$ cat src/ubh_pkg.sv
// package: constants and state types for the usart line block
package ubh_pkg;
    typedef logic [3:0] ubh_mode_t;
    localparam ubh_mode_t MODE_HANDSHAKE = 4'h2;
    localparam ubh_mode_t MODE_T0 = 4'h4;
    localparam ubh_mode_t MODE_T1 = 4'h5;
    localparam logic [3:0] TICK_LAST = 4'hf;
    localparam logic [3:0] RX_START_PHASE = 4'h8;
    localparam logic [3:0] DATA_FRAME = 4'h9;
    localparam logic [3:0] RX_LEN_SHORT = 4'ha;
    localparam logic [3:0] RX_LEN_LONG = 4'hb;
    localparam logic [3:0] T0_GUARD_BITS = 4'h2;
    localparam logic [4:0] NACK_LOW_FROM = 5'h08;
    localparam logic [4:0] NACK_END = 5'h18;
    localparam logic [1:0] EOB_ASYNC = 2'h2;
    localparam logic [1:0] EOB_SYNC = 2'h1;
    localparam logic [7:0] BRK_HIGH_MIN = 8'h0c;
    localparam logic [7:0] ERR_MAX = 8'hff;
    typedef enum logic [3:0] {
        TX_IDLE = 4'b0001, TX_SHIFT = 4'b0010, TX_BRK_LOW = 4'b0100, TX_BRK_HIGH = 4'b1000
    } ubh_tx_state_t;
    typedef enum logic [3:0] {
        RX_IDLE = 4'b0001, RX_BITS = 4'b0010, RX_NACK = 4'b0100, RX_BRK = 4'b1000
    } ubh_rx_state_t;
endpackage : ubh_pkg

$ cat src/ubh_line.sv
// usart line logic: break, framing, handshake, smart-card, receive fifo
`timescale 1ns/1ns
// ==========================================
// input synchroniser
module ubh_sync #(
    parameter logic INIT = 1'b1
) (
    input wire logic clk_sys,
    input wire logic rst_n,
    input wire logic pin,
    output logic level
);
    logic [2:0] ff;
    logic [2:0] next_ff;
    logic next_level;
    always_comb begin
        next_ff = {ff[1:0], pin};
        next_level = (ff[1] == ff[2]) ? ff[2] : level;
    end
    always_ff @(posedge clk_sys) begin
        if (!rst_n) begin
            ff <= {3{INIT}};
            level <= INIT;
        end else begin
            ff <= next_ff;
            level <= next_level;
        end
    end
endmodule : ubh_sync
// ==========================================
// receive fifo
module ubh_fifo #(
    parameter int WIDTH = 8,
    parameter int DEPTH = 8
) (
    input wire logic clk_sys,
    input wire logic rst_n,
    input wire logic in_valid,
    output logic in_ready,
    input wire logic [WIDTH-1:0] in_data,
    output logic out_valid,
    input wire logic out_ready,
    output logic [WIDTH-1:0] out_data
);
    localparam int AW = $clog2(DEPTH);
    if (DEPTH < 2 || (DEPTH & (DEPTH - 1)) != 0) begin : g_bad_depth
        $error("fifo depth must be a power of two, at least 2");
    end
    logic [WIDTH-1:0] mem [DEPTH];
    logic [AW-1:0] wr_ptr, rd_ptr, next_wr_ptr, next_rd_ptr;
    logic [AW:0] count, next_count;
    logic do_push, do_pop;
    always_comb begin
        in_ready = (count != DEPTH[AW:0]);
        out_valid = (count != '0);
        out_data = mem[rd_ptr];
        do_push = in_valid && in_ready;
        do_pop = out_valid && out_ready;
        next_wr_ptr = do_push ? wr_ptr + 1'b1 : wr_ptr;
        next_rd_ptr = do_pop ? rd_ptr + 1'b1 : rd_ptr;
        next_count = count + {{AW{1'b0}}, do_push} - {{AW{1'b0}}, do_pop};
    end
    always_ff @(posedge clk_sys) begin
        if (do_push) begin
            mem[wr_ptr] <= in_data;
        end
        if (!rst_n) begin
            wr_ptr <= '0;
            rd_ptr <= '0;
            count <= '0;
        end else begin
            wr_ptr <= next_wr_ptr;
            rd_ptr <= next_rd_ptr;
            count <= next_count;
        end
    end
endmodule : ubh_fifo
// ==========================================
// top: line logic
module ubh_line #(
    parameter int FIFO_DEPTH = 8
) (
    input wire logic clk_sys,
    input wire logic rst_n,
    input wire logic baud_tick16,
    input wire logic card_clk,
    input wire logic sync_mode,
    input wire ubh_pkg::ubh_mode_t op_mode,
    input wire logic par_en,
    input wire logic par_odd,
    input wire logic msb_first_select,
    input wire logic stop2,
    input wire logic [7:0] tg_bits,
    input wire logic rx_enable,
    input wire logic tx_enable,
    input wire logic rx_dma_buffer_full,
    input wire logic clear_status_cmd,
    input wire logic break_start_cmd,
    input wire logic break_stop_cmd,
    input wire logic [7:0] tx_data,
    input wire logic tx_write,
    output logic tx_holding_free,
    output logic tx_all_done,
    output logic [7:0] rx_data,
    output logic rx_valid,
    input wire logic rx_ready,
    output logic frame_error_flag,
    output logic break_seen_flag,
    output logic parity_error_flag,
    input wire logic error_count_read,
    output logic [7:0] error_tally,
    input wire logic rxd_in,
    input wire logic txd_in,
    output logic txd_out,
    output logic txd_oe,
    input wire logic cts_in,
    output logic rts_out,
    output logic sck_out
);
    import ubh_pkg::*;
    function automatic logic [7:0] ubh_order(input logic [7:0] d, input logic msb);
        logic [7:0] r;
        r = d;
        if (msb) begin
            for (int i = 0; i < 8; i++) r[i] = d[7-i];
        end
        return r;
    endfunction : ubh_order
    // ==========================================
    // pins and mode decode
    logic rxd_s, io_s, cts_s;
    ubh_sync #(.INIT(1'b1)) u_rxd (.clk_sys(clk_sys), .rst_n(rst_n), .pin(rxd_in), .level(rxd_s));
    ubh_sync #(.INIT(1'b1)) u_io (.clk_sys(clk_sys), .rst_n(rst_n), .pin(txd_in), .level(io_s));
    ubh_sync #(.INIT(1'b1)) u_cts (.clk_sys(clk_sys), .rst_n(rst_n), .pin(cts_in), .level(cts_s));
    logic hs, t0, t1, smart, pe;
    logic [3:0] nstop, tx_len, rx_len;
    logic [7:0] hold_bits;
    always_comb begin
        hs = (op_mode == MODE_HANDSHAKE);
        t0 = (op_mode == MODE_T0);
        t1 = (op_mode == MODE_T1);
        smart = t0 || t1;
        pe = smart || par_en; // smart modes force parity on; par_odd still sets its sense
        nstop = (t0 || (stop2 && !t1)) ? T0_GUARD_BITS : 4'h1;
        tx_len = DATA_FRAME + {3'h0, pe} + nstop;
        rx_len = (t0 || !pe) ? RX_LEN_SHORT : RX_LEN_LONG;
        hold_bits = (tg_bits > BRK_HIGH_MIN) ? tg_bits : BRK_HIGH_MIN;
    end
    // ==========================================
    // transmitter and break
    ubh_tx_state_t tx_state, next_tx_state;
    logic [7:0] thr, next_thr, brk_bits, next_brk_bits, tx_ord;
    logic [11:0] shreg, next_shreg;
    logic [3:0] bits_left, next_bits_left, tcnt, next_tcnt;
    logic thr_full, next_thr_full, brk_pending, next_brk_pending, brk_stop, next_brk_stop;
    logic bit_tick, in_break, brk_start_ok, brk_stop_ok, tx_par;
    always_comb begin
        tx_ord = ubh_order(thr, msb_first_select);
        tx_par = ^tx_ord ^ par_odd;
        bit_tick = baud_tick16 && (tcnt == TICK_LAST);
        in_break = (tx_state == TX_BRK_LOW) || (tx_state == TX_BRK_HIGH);
        tx_holding_free = !thr_full && !brk_pending;
        tx_all_done = (tx_state == TX_IDLE) && tx_holding_free;
        brk_start_ok = break_start_cmd && tx_holding_free && !in_break;
        brk_stop_ok = break_stop_cmd && tx_holding_free && (tx_state == TX_BRK_LOW);
        next_tx_state = tx_state;
        next_thr = thr;
        next_thr_full = thr_full;
        next_shreg = shreg;
        next_bits_left = bits_left;
        next_tcnt = tcnt;
        next_brk_pending = brk_pending || brk_start_ok;
        next_brk_stop = brk_stop || brk_stop_ok;
        next_brk_bits = brk_bits;
        if (tx_write && !thr_full && !brk_pending) begin // pending break drops it
            next_thr = tx_data;
            next_thr_full = 1'b1;
        end
        if (baud_tick16) begin
            next_tcnt = tcnt + 4'h1;
        end
        if (bit_tick && brk_bits != ERR_MAX) begin
            next_brk_bits = brk_bits + 8'h01;
        end
        unique case (tx_state)
            TX_IDLE: begin
                next_tcnt = 4'h0;
                next_brk_bits = 8'h00;
                if (brk_pending) begin // waits for the shifter to go idle
                    next_tx_state = TX_BRK_LOW;
                    next_brk_pending = 1'b0;
                    next_brk_stop = 1'b0;
                end else if (thr_full && tx_enable && !(hs && cts_s)) begin
                    next_shreg = {2'b11, pe ? tx_par : 1'b1, tx_ord, 1'b0};
                    next_bits_left = tx_len;
                    next_thr_full = 1'b0;
                    next_tx_state = TX_SHIFT;
                end
            end
            TX_SHIFT: begin
                if (bit_tick) begin
                    next_shreg = {1'b1, shreg[11:1]};
                    next_bits_left = bits_left - 4'h1;
                    if (bits_left == 4'h1) next_tx_state = TX_IDLE;
                end
            end
            TX_BRK_LOW: begin
                // a full character of low time is kept even if the stop came early
                if (bit_tick && brk_stop && (brk_bits + 8'h01 >= {4'h0, tx_len})) begin
                    next_tx_state = TX_BRK_HIGH;
                    next_brk_bits = 8'h00;
                    next_brk_stop = 1'b0;
                end
            end
            TX_BRK_HIGH: begin
                if (bit_tick && (brk_bits + 8'h01 >= hold_bits)) next_tx_state = TX_IDLE;
            end
        endcase
    end
    // ==========================================
    // receiver, flags and error tally
    ubh_rx_state_t rx_state, next_rx_state;
    logic [10:0] rsh, next_rsh, v, al;
    logic [3:0] rcnt, next_rcnt, ridx, next_ridx;
    logic [4:0] ncnt, next_ncnt;
    logic [1:0] eob, next_eob, eob_need;
    logic [7:0] rdata, next_rdata, next_tally, raw;
    logic rx_line, push, next_push, err_evt, perr, zero, stop_bit, fifo_in_ready, rx_prev;
    logic set_frame, set_brk, set_par, next_frame, next_brk, next_par;
    always_comb begin
        rx_line = smart ? io_s : rxd_s; // card line feeds the receiver
        eob_need = sync_mode ? EOB_SYNC : EOB_ASYNC;
        v = {rx_line, rsh[10:1]};
        al = (rx_len == RX_LEN_LONG) ? v : {1'b1, v[10:1]};
        raw = al[8:1];
        stop_bit = pe ? al[10] : al[9];
        perr = pe && (^raw ^ al[9] ^ par_odd);
        zero = (raw == 8'h00) && !(pe && al[9]);
        next_rx_state = rx_state;
        next_rsh = rsh;
        next_rcnt = rcnt;
        next_ridx = ridx;
        next_ncnt = ncnt;
        next_eob = eob;
        next_rdata = rdata;
        next_push = 1'b0;
        err_evt = 1'b0;
        set_frame = 1'b0;
        set_brk = 1'b0;
        set_par = 1'b0;
        unique case (rx_state)
            RX_IDLE: begin
                // only a falling edge starts a character: a low stop bit or our own nack must not
                if (rx_enable && rx_prev && !rx_line) begin
                    next_rx_state = RX_BITS;
                    next_rcnt = RX_START_PHASE;
                    next_ridx = 4'h0;
                end
            end
            RX_BITS: begin
                if (baud_tick16) begin
                    next_rcnt = rcnt + 4'h1;
                    if (rcnt == TICK_LAST) begin
                        next_rsh = v;
                        next_ridx = ridx + 4'h1;
                        next_rdata = ubh_order(raw, msb_first_select);
                        if (ridx == 4'h0 && rx_line) begin
                            next_rx_state = RX_IDLE; // glitch, not a start bit
                        end else if (ridx + 4'h1 == rx_len) begin
                            next_rx_state = RX_IDLE;
                            if (!stop_bit && zero) begin
                                set_brk = 1'b1;
                                next_eob = 2'h0;
                                next_rx_state = RX_BRK;
                            end else if (!stop_bit) begin
                                set_frame = 1'b1;
                                err_evt = 1'b1;
                                next_push = 1'b1;
                            end else if (perr) begin
                                set_par = 1'b1;
                                err_evt = 1'b1;
                                next_push = !t0; // t0 drops the bad character
                                next_ncnt = 5'h00;
                                if (t0) next_rx_state = RX_NACK;
                            end else begin
                                next_push = 1'b1;
                            end
                        end
                    end
                end
            end
            RX_NACK: begin
                if (baud_tick16) begin
                    next_ncnt = ncnt + 5'h01;
                    if (ncnt + 5'h01 == NACK_END) next_rx_state = RX_IDLE;
                end
            end
            RX_BRK: begin
                if (baud_tick16) begin
                    next_eob = rx_line ? eob + 2'h1 : 2'h0;
                    if (rx_line && (eob + 2'h1 == eob_need)) begin
                        set_brk = 1'b1; // end of break
                        next_rx_state = RX_IDLE;
                    end
                end
            end
        endcase
        // set wins over a clear in the same cycle
        next_frame = (frame_error_flag && !clear_status_cmd) || set_frame;
        next_brk = (break_seen_flag && !clear_status_cmd) || set_brk;
        next_par = (parity_error_flag && !clear_status_cmd) || set_par;
        next_tally = error_count_read ? 8'h00 : error_tally;
        if (err_evt && next_tally != ERR_MAX) next_tally = next_tally + 8'h01;
    end
    // in handshake mode fifo full reaches the remote through rts; a char arriving while full is lost
    ubh_fifo #(.WIDTH(8), .DEPTH(FIFO_DEPTH)) u_fifo (
        .clk_sys(clk_sys), .rst_n(rst_n), .in_valid(push), .in_ready(fifo_in_ready),
        .in_data(rdata), .out_valid(rx_valid), .out_ready(rx_ready), .out_data(rx_data)
    );
    // ==========================================
    // pin drive
    logic nack_low, next_txd_out, next_txd_oe, next_rts, next_sck;
    always_comb begin
        nack_low = (rx_state == RX_NACK) && (ncnt >= NACK_LOW_FROM);
        next_txd_out = !nack_low && (tx_state == TX_SHIFT ? shreg[0] : tx_state != TX_BRK_LOW);
        next_txd_oe = !smart || nack_low || (tx_state == TX_BRK_LOW) ||
            (tx_state == TX_SHIFT && !(t0 && bits_left <= T0_GUARD_BITS));
        next_rts = hs && (!rx_enable || rx_dma_buffer_full || !fifo_in_ready);
        next_sck = smart && card_clk;
    end
    always_ff @(posedge clk_sys) begin
        if (!rst_n) begin
            tx_state <= TX_IDLE;
            thr <= 8'h00;
            thr_full <= 1'b0;
            shreg <= 12'hfff;
            bits_left <= 4'h0;
            tcnt <= 4'h0;
            brk_pending <= 1'b0;
            brk_stop <= 1'b0;
            brk_bits <= 8'h00;
            rx_state <= RX_IDLE;
            rsh <= 11'h000;
            rcnt <= 4'h0;
            ridx <= 4'h0;
            ncnt <= 5'h00;
            eob <= 2'h0;
            rdata <= 8'h00;
            push <= 1'b0;
            rx_prev <= 1'b1;
            frame_error_flag <= 1'b0;
            break_seen_flag <= 1'b0;
            parity_error_flag <= 1'b0;
            error_tally <= 8'h00;
            txd_out <= 1'b1;
            txd_oe <= 1'b0;
            rts_out <= 1'b0;
            sck_out <= 1'b0;
        end else begin
            tx_state <= next_tx_state;
            thr <= next_thr;
            thr_full <= next_thr_full;
            shreg <= next_shreg;
            bits_left <= next_bits_left;
            tcnt <= next_tcnt;
            brk_pending <= next_brk_pending;
            brk_stop <= next_brk_stop;
            brk_bits <= next_brk_bits;
            rx_state <= next_rx_state;
            rsh <= next_rsh;
            rcnt <= next_rcnt;
            ridx <= next_ridx;
            ncnt <= next_ncnt;
            eob <= next_eob;
            rdata <= next_rdata;
            push <= next_push;
            rx_prev <= rx_line;
            frame_error_flag <= next_frame;
            break_seen_flag <= next_brk;
            parity_error_flag <= next_par;
            error_tally <= next_tally;
            txd_out <= next_txd_out;
            txd_oe <= next_txd_oe;
            rts_out <= next_rts;
            sck_out <= next_sck;
        end
    end
endmodule : ubh_line

$ cat config.mk
export PLATFORM = sky130hd
export DESIGN_NAME = ubh_line
export DESIGN_NICKNAME = d
export VERILOG_FILES = /design/src/ubh_pkg.sv /design/src/ubh_line.sv
export SDC_FILE = /design/constraint.sdc
export NUM_CORES = 1
export LEC_CHECK = 0
export BUFFER_PORTS_ARGS = -buffer_cell sky130_fd_sc_hd__buf_2
export CORE_MARGIN = 8
export CORE_UTILIZATION = 30
export CTS_CLUSTER_SIZE = 16
export DETAILED_ROUTE_END_ITERATION = 10
export GPL_TIMING_DRIVEN = 0
export PLACE_DENSITY_LB_ADDON = 0.12
export SYNTH_ARGS = -nofsm -noshare
export SYNTH_HDL_FRONTEND = slang
export SYNTH_SLANG_ARGS = --single-unit
$ cat constraint.sdc
create_clock -name clk_sys -period 5.5 [get_ports clk_sys]
set_clock_uncertainty 0.1 [all_clocks]
set_input_delay 1.1 -clock clk_sys [delete_from_list [all_inputs] [get_ports clk_sys]]
set_output_delay 1.1 -clock clk_sys [all_outputs]
set_load 0.005 [all_outputs]
==> reports/qor.yml <==
status:
  status: "complete, no violations"
sta:
  fmax_mhz: 217
  finalSetupViolCount: 0
  worst_slew_pin_slew_ns: 1.19
  setup-tns-final_ns: 0
  slew_headroom_pct: 20.3
  min_period_ns: 4.61
  fin_crit_sh_pct: 83.9
  slew_viol_final: 0
  hold_viol_final: 0
  rsz0062_at_grt: "false"
die:
  core_um2: 28700
  start_util_pct: 30.4
  num_rows: 62
  dieWidth_um: 187
  dieArea_um2: 34800
  io_pins: 67
  die_h_um: 187
worst_hold_path:
  holdPathStages: 1
  worstHoldStart: "u_io.ff[0]$_SDFF_PN1_"
  min_to: "u_io.ff[1]$_SDFF_PN1_"
  hold_class: "reg -> reg"
cts:
  holdBufCountCts: 0
  cts_buffers: 17
  clk_latency_ns: 0.42
  root_buffer: "clkbuf_16"
  h-tree-depth: 4
  numClockSinks: 183
  path_clk_slew_ns: 0.08
  cts_resized: 0
  cts_tree: "done"
  cts_buffer_depth: 2
  cts_setup_buffers: 0
grt:
  grt_pass1_vias: 6477
  grt_util_all_layers_pct: 12.3
  grt_first_pass_wirelength_um: 34800
  grt_max_degree: 23
  antenna_found_initial: 0
  grt_overflow: 0
yosys:
  yosysTopAreaCellShare_pct: 27.3
  syn_inst: 858
  synthTopCellsByCount: "dfxtp_1, nand2_1, nor2_1, a21oi_1, edfxtp_1"
  ys_async_sr_fraction_pct: 0
  ys_ff_latch: 183
  ys_types: 71
  netlist.top_cell.by_area: "dfxtp_1"
  yosysMostFrequentCell: "dfxtp_1"
  syn_nets: 935
  yosysSeqAreaShare_pct: 49.3
  postSynthAreaPerCell_um2: 10.2
  ys.flop_type: "dfxtp_1"
  synth_area_leaders: "dfxtp_1, edfxtp_1, ha_1"
  yosys_warnings: 0
  mappedNetlistArea_um2: 8740
  synth_edf_count: 64
worst_setup_path:
  regToRegStartpoint: "rsh[3]$_SDFFE_PN0P_"
  cp_cell_sequence: "buf_2, or3b_1, buf_6, mux2i_4, mux2i_1, ha_1, xnor3_1, xnor2_1, a211oi_1, nor2_1, a41oi_2, or3_1, a21oi_1"
  cp-end-kind: "register"
  rrSetupSlack_ns: 2.46
  arrival_ns: 4.87
  slowest_stage: "mux2i_4"
  critPathMaxStageDelay_ns: 0.46
  reg2reg_depth: 9
  start_kind: "input pin"
  path_max_fanout: 9
  setup.worst_path.class: "in -> reg"
  rr_endpoint: "ncnt[1]$_SDFFE_PN0P_"
  required_ns: 5.75
placed_design:
  dp_hpwl_um: 16000
  dp.cells: 1306
  port_buffers: 64
  gp_congestion: 0.830
route:
  wl_per_cell_um: 15.7
  vias: 6336
  drt-pass1-iter-count: 5
  drc: 0
  ant_nets: 0
  vias_per_cell: 4.74
  wirelength_um: 21000
  first_iter_violations: 311
layout:
  synthToLayoutAreaGrowth_pct: 16.4
  drive_gt1_share_pct: 14.0
  fin_cells: 1338
  fillers: 2985
  nets: 1018
  insertedDiodeCount: 0
run:
  drv_cap: 0
power_and_ir_drop:
  power_leakage_uw: 0.00356
  power.density_nw_per_um2: 322
  vdd_drop_max_uv: 180
-- flip-flops by register name (all words and copies together), names as in the netlist, 2 cells and up, named ones only --
signal	flops
u_fifo.rd_ptr	3
u_fifo.mem	64
rcnt	4
rsh	9
error_tally	8
bits_left	4
u_io.ff	3
u_rxd.ff	3
tcnt	4
thr	8
ridx	4
u_cts.ff	3
eob	2
u_fifo.wr_ptr	3
tx_state	4
ncnt	5
rx_state	4
brk_bits	8
u_fifo.count	4
shreg	10
rdata	8
-- worst max-delay path: cells and delay by family --
family                   cells  cell delay (ns)
XOR/XNOR                     2             0.68
AO/OA/AOI/OAI                3             0.52
multiplexers                 2             0.84
buffers and inverters        2             0.27
adder cells (fa/ha/maj)      1             0.29
AND/OR/NAND/NOR              3             1.14
-- logic make-up after synthesis --
| logic type | count (synthesis) | share of synthesized area (%) |
|---|---|---|
| AO/OA/AOI/OAI | 159 | 11.4 |
| multiplexers | 55 | 8.85 |
| flip-flops | 183 | 49.3 |
| AND/OR/NAND/NOR | 318 | 17.9 |
| XOR/XNOR | 41 | 4.35 |
| buffers and inverters | 66 | 2.98 |
| adder cells (fa/ha/maj) | 36 | 5.24 |
-- report_power, final --
group / switching (uW) / internal [uW]
clock: 636 / 637
sequential: 41.7 / 1450
combinational: 303 / 208
-- worst max path at each step --
stage,startpoint,end,slack (ns),cells after the start
floorplan,op_mode[1],error_tally[5]$_SDFF_PN0_,1.23,12
global placement,op_mode[1],ncnt[1]$_SDFFE_PN0P_,0.45,13
detailed placement,op_mode[1],ncnt[1]$_SDFFE_PN0P_,0.46,13
CTS,op_mode[1],ncnt[1]$_SDFFE_PN0P_,0.90,13
global route,op_mode[1],ncnt[1]$_SDFFE_PN0P_,0.69,13
finish,op_mode[1],ncnt[1]$_SDFFE_PN0P_,0.89,13
-- cell type report --
class,instances,area [um^2],area share [%]
buffer,37,151,1.49
multi-input combinational,609,4170,41.0
sequential,183,4300,42.3
inverter,29,109,1.07
clock inverter,15,204,2.01
clock buffer,17,425,4.18
tap,384,480,4.73
timing repair buffer,64,320,3.15
-- cells in the final DEF (no fill, tap or decap), types with 4 or more instances in the layout --
cell       instances
xnor2_1           21
nor3_1            19
buf_2             64
inv_1             29
mux4_2            16
o21a_1             4
nand3b_1           9
nand2b_1          21
or3_1              5
clkbuf_16         17
clkbuf_1          28
edfxtp_1          64
nor4b_1            7
a31oi_1            6
nand3_1           17
mux2i_1           30
nor3b_1            4
a21oi_1           69
inv_12             6
mux2_2             8
o211ai_1          10
and2_1             8
nor2b_1           10
dfxtp_1          119
buf_1              6
o31ai_1            7
a211oi_1           8
ha_1              35
nor2_1            79
xor2_1            18
a21o_1             8
nand4_1            5
nand2_1          108
and3_1             7
o21ai_0           20
nor4_1             6
-- per-layer routing --
| metal | part of all wire (%) | vias to the layer above | track usage [%] | wire (um) |
|---|---|---|---|---|
| met2 | 47 | 111 | 20.8 | 9990 |
| met5 | 0 | - | 0 | 0 |
| met3 | 3.3 | 20 | 2.40 | 698 |
| met1 | 48 | 2959 | 15.5 | 10000 |
| met4 | 1.5 | 0 | 4.03 | 324 |
| li1 | - | 3246 | - | - |
-- metrics by stage --
stage	utilization [%]	hold slack, ns	setup WS [ns]	total power (uW)	cell area, um^2
after global placement	33.2	0.290	0.452	2040	9540
after floorplan	-	0.286	1.23	1890	8740
final	35.4	0.311	0.886	3270	10200
after detailed placement	33.2	0.296	0.458	2040	9540
after global routing	35.4	0.332	0.693	3460	10200
after CTS	35.4	0.317	0.896	3330	10200
(Power assumes the default switching activity.)
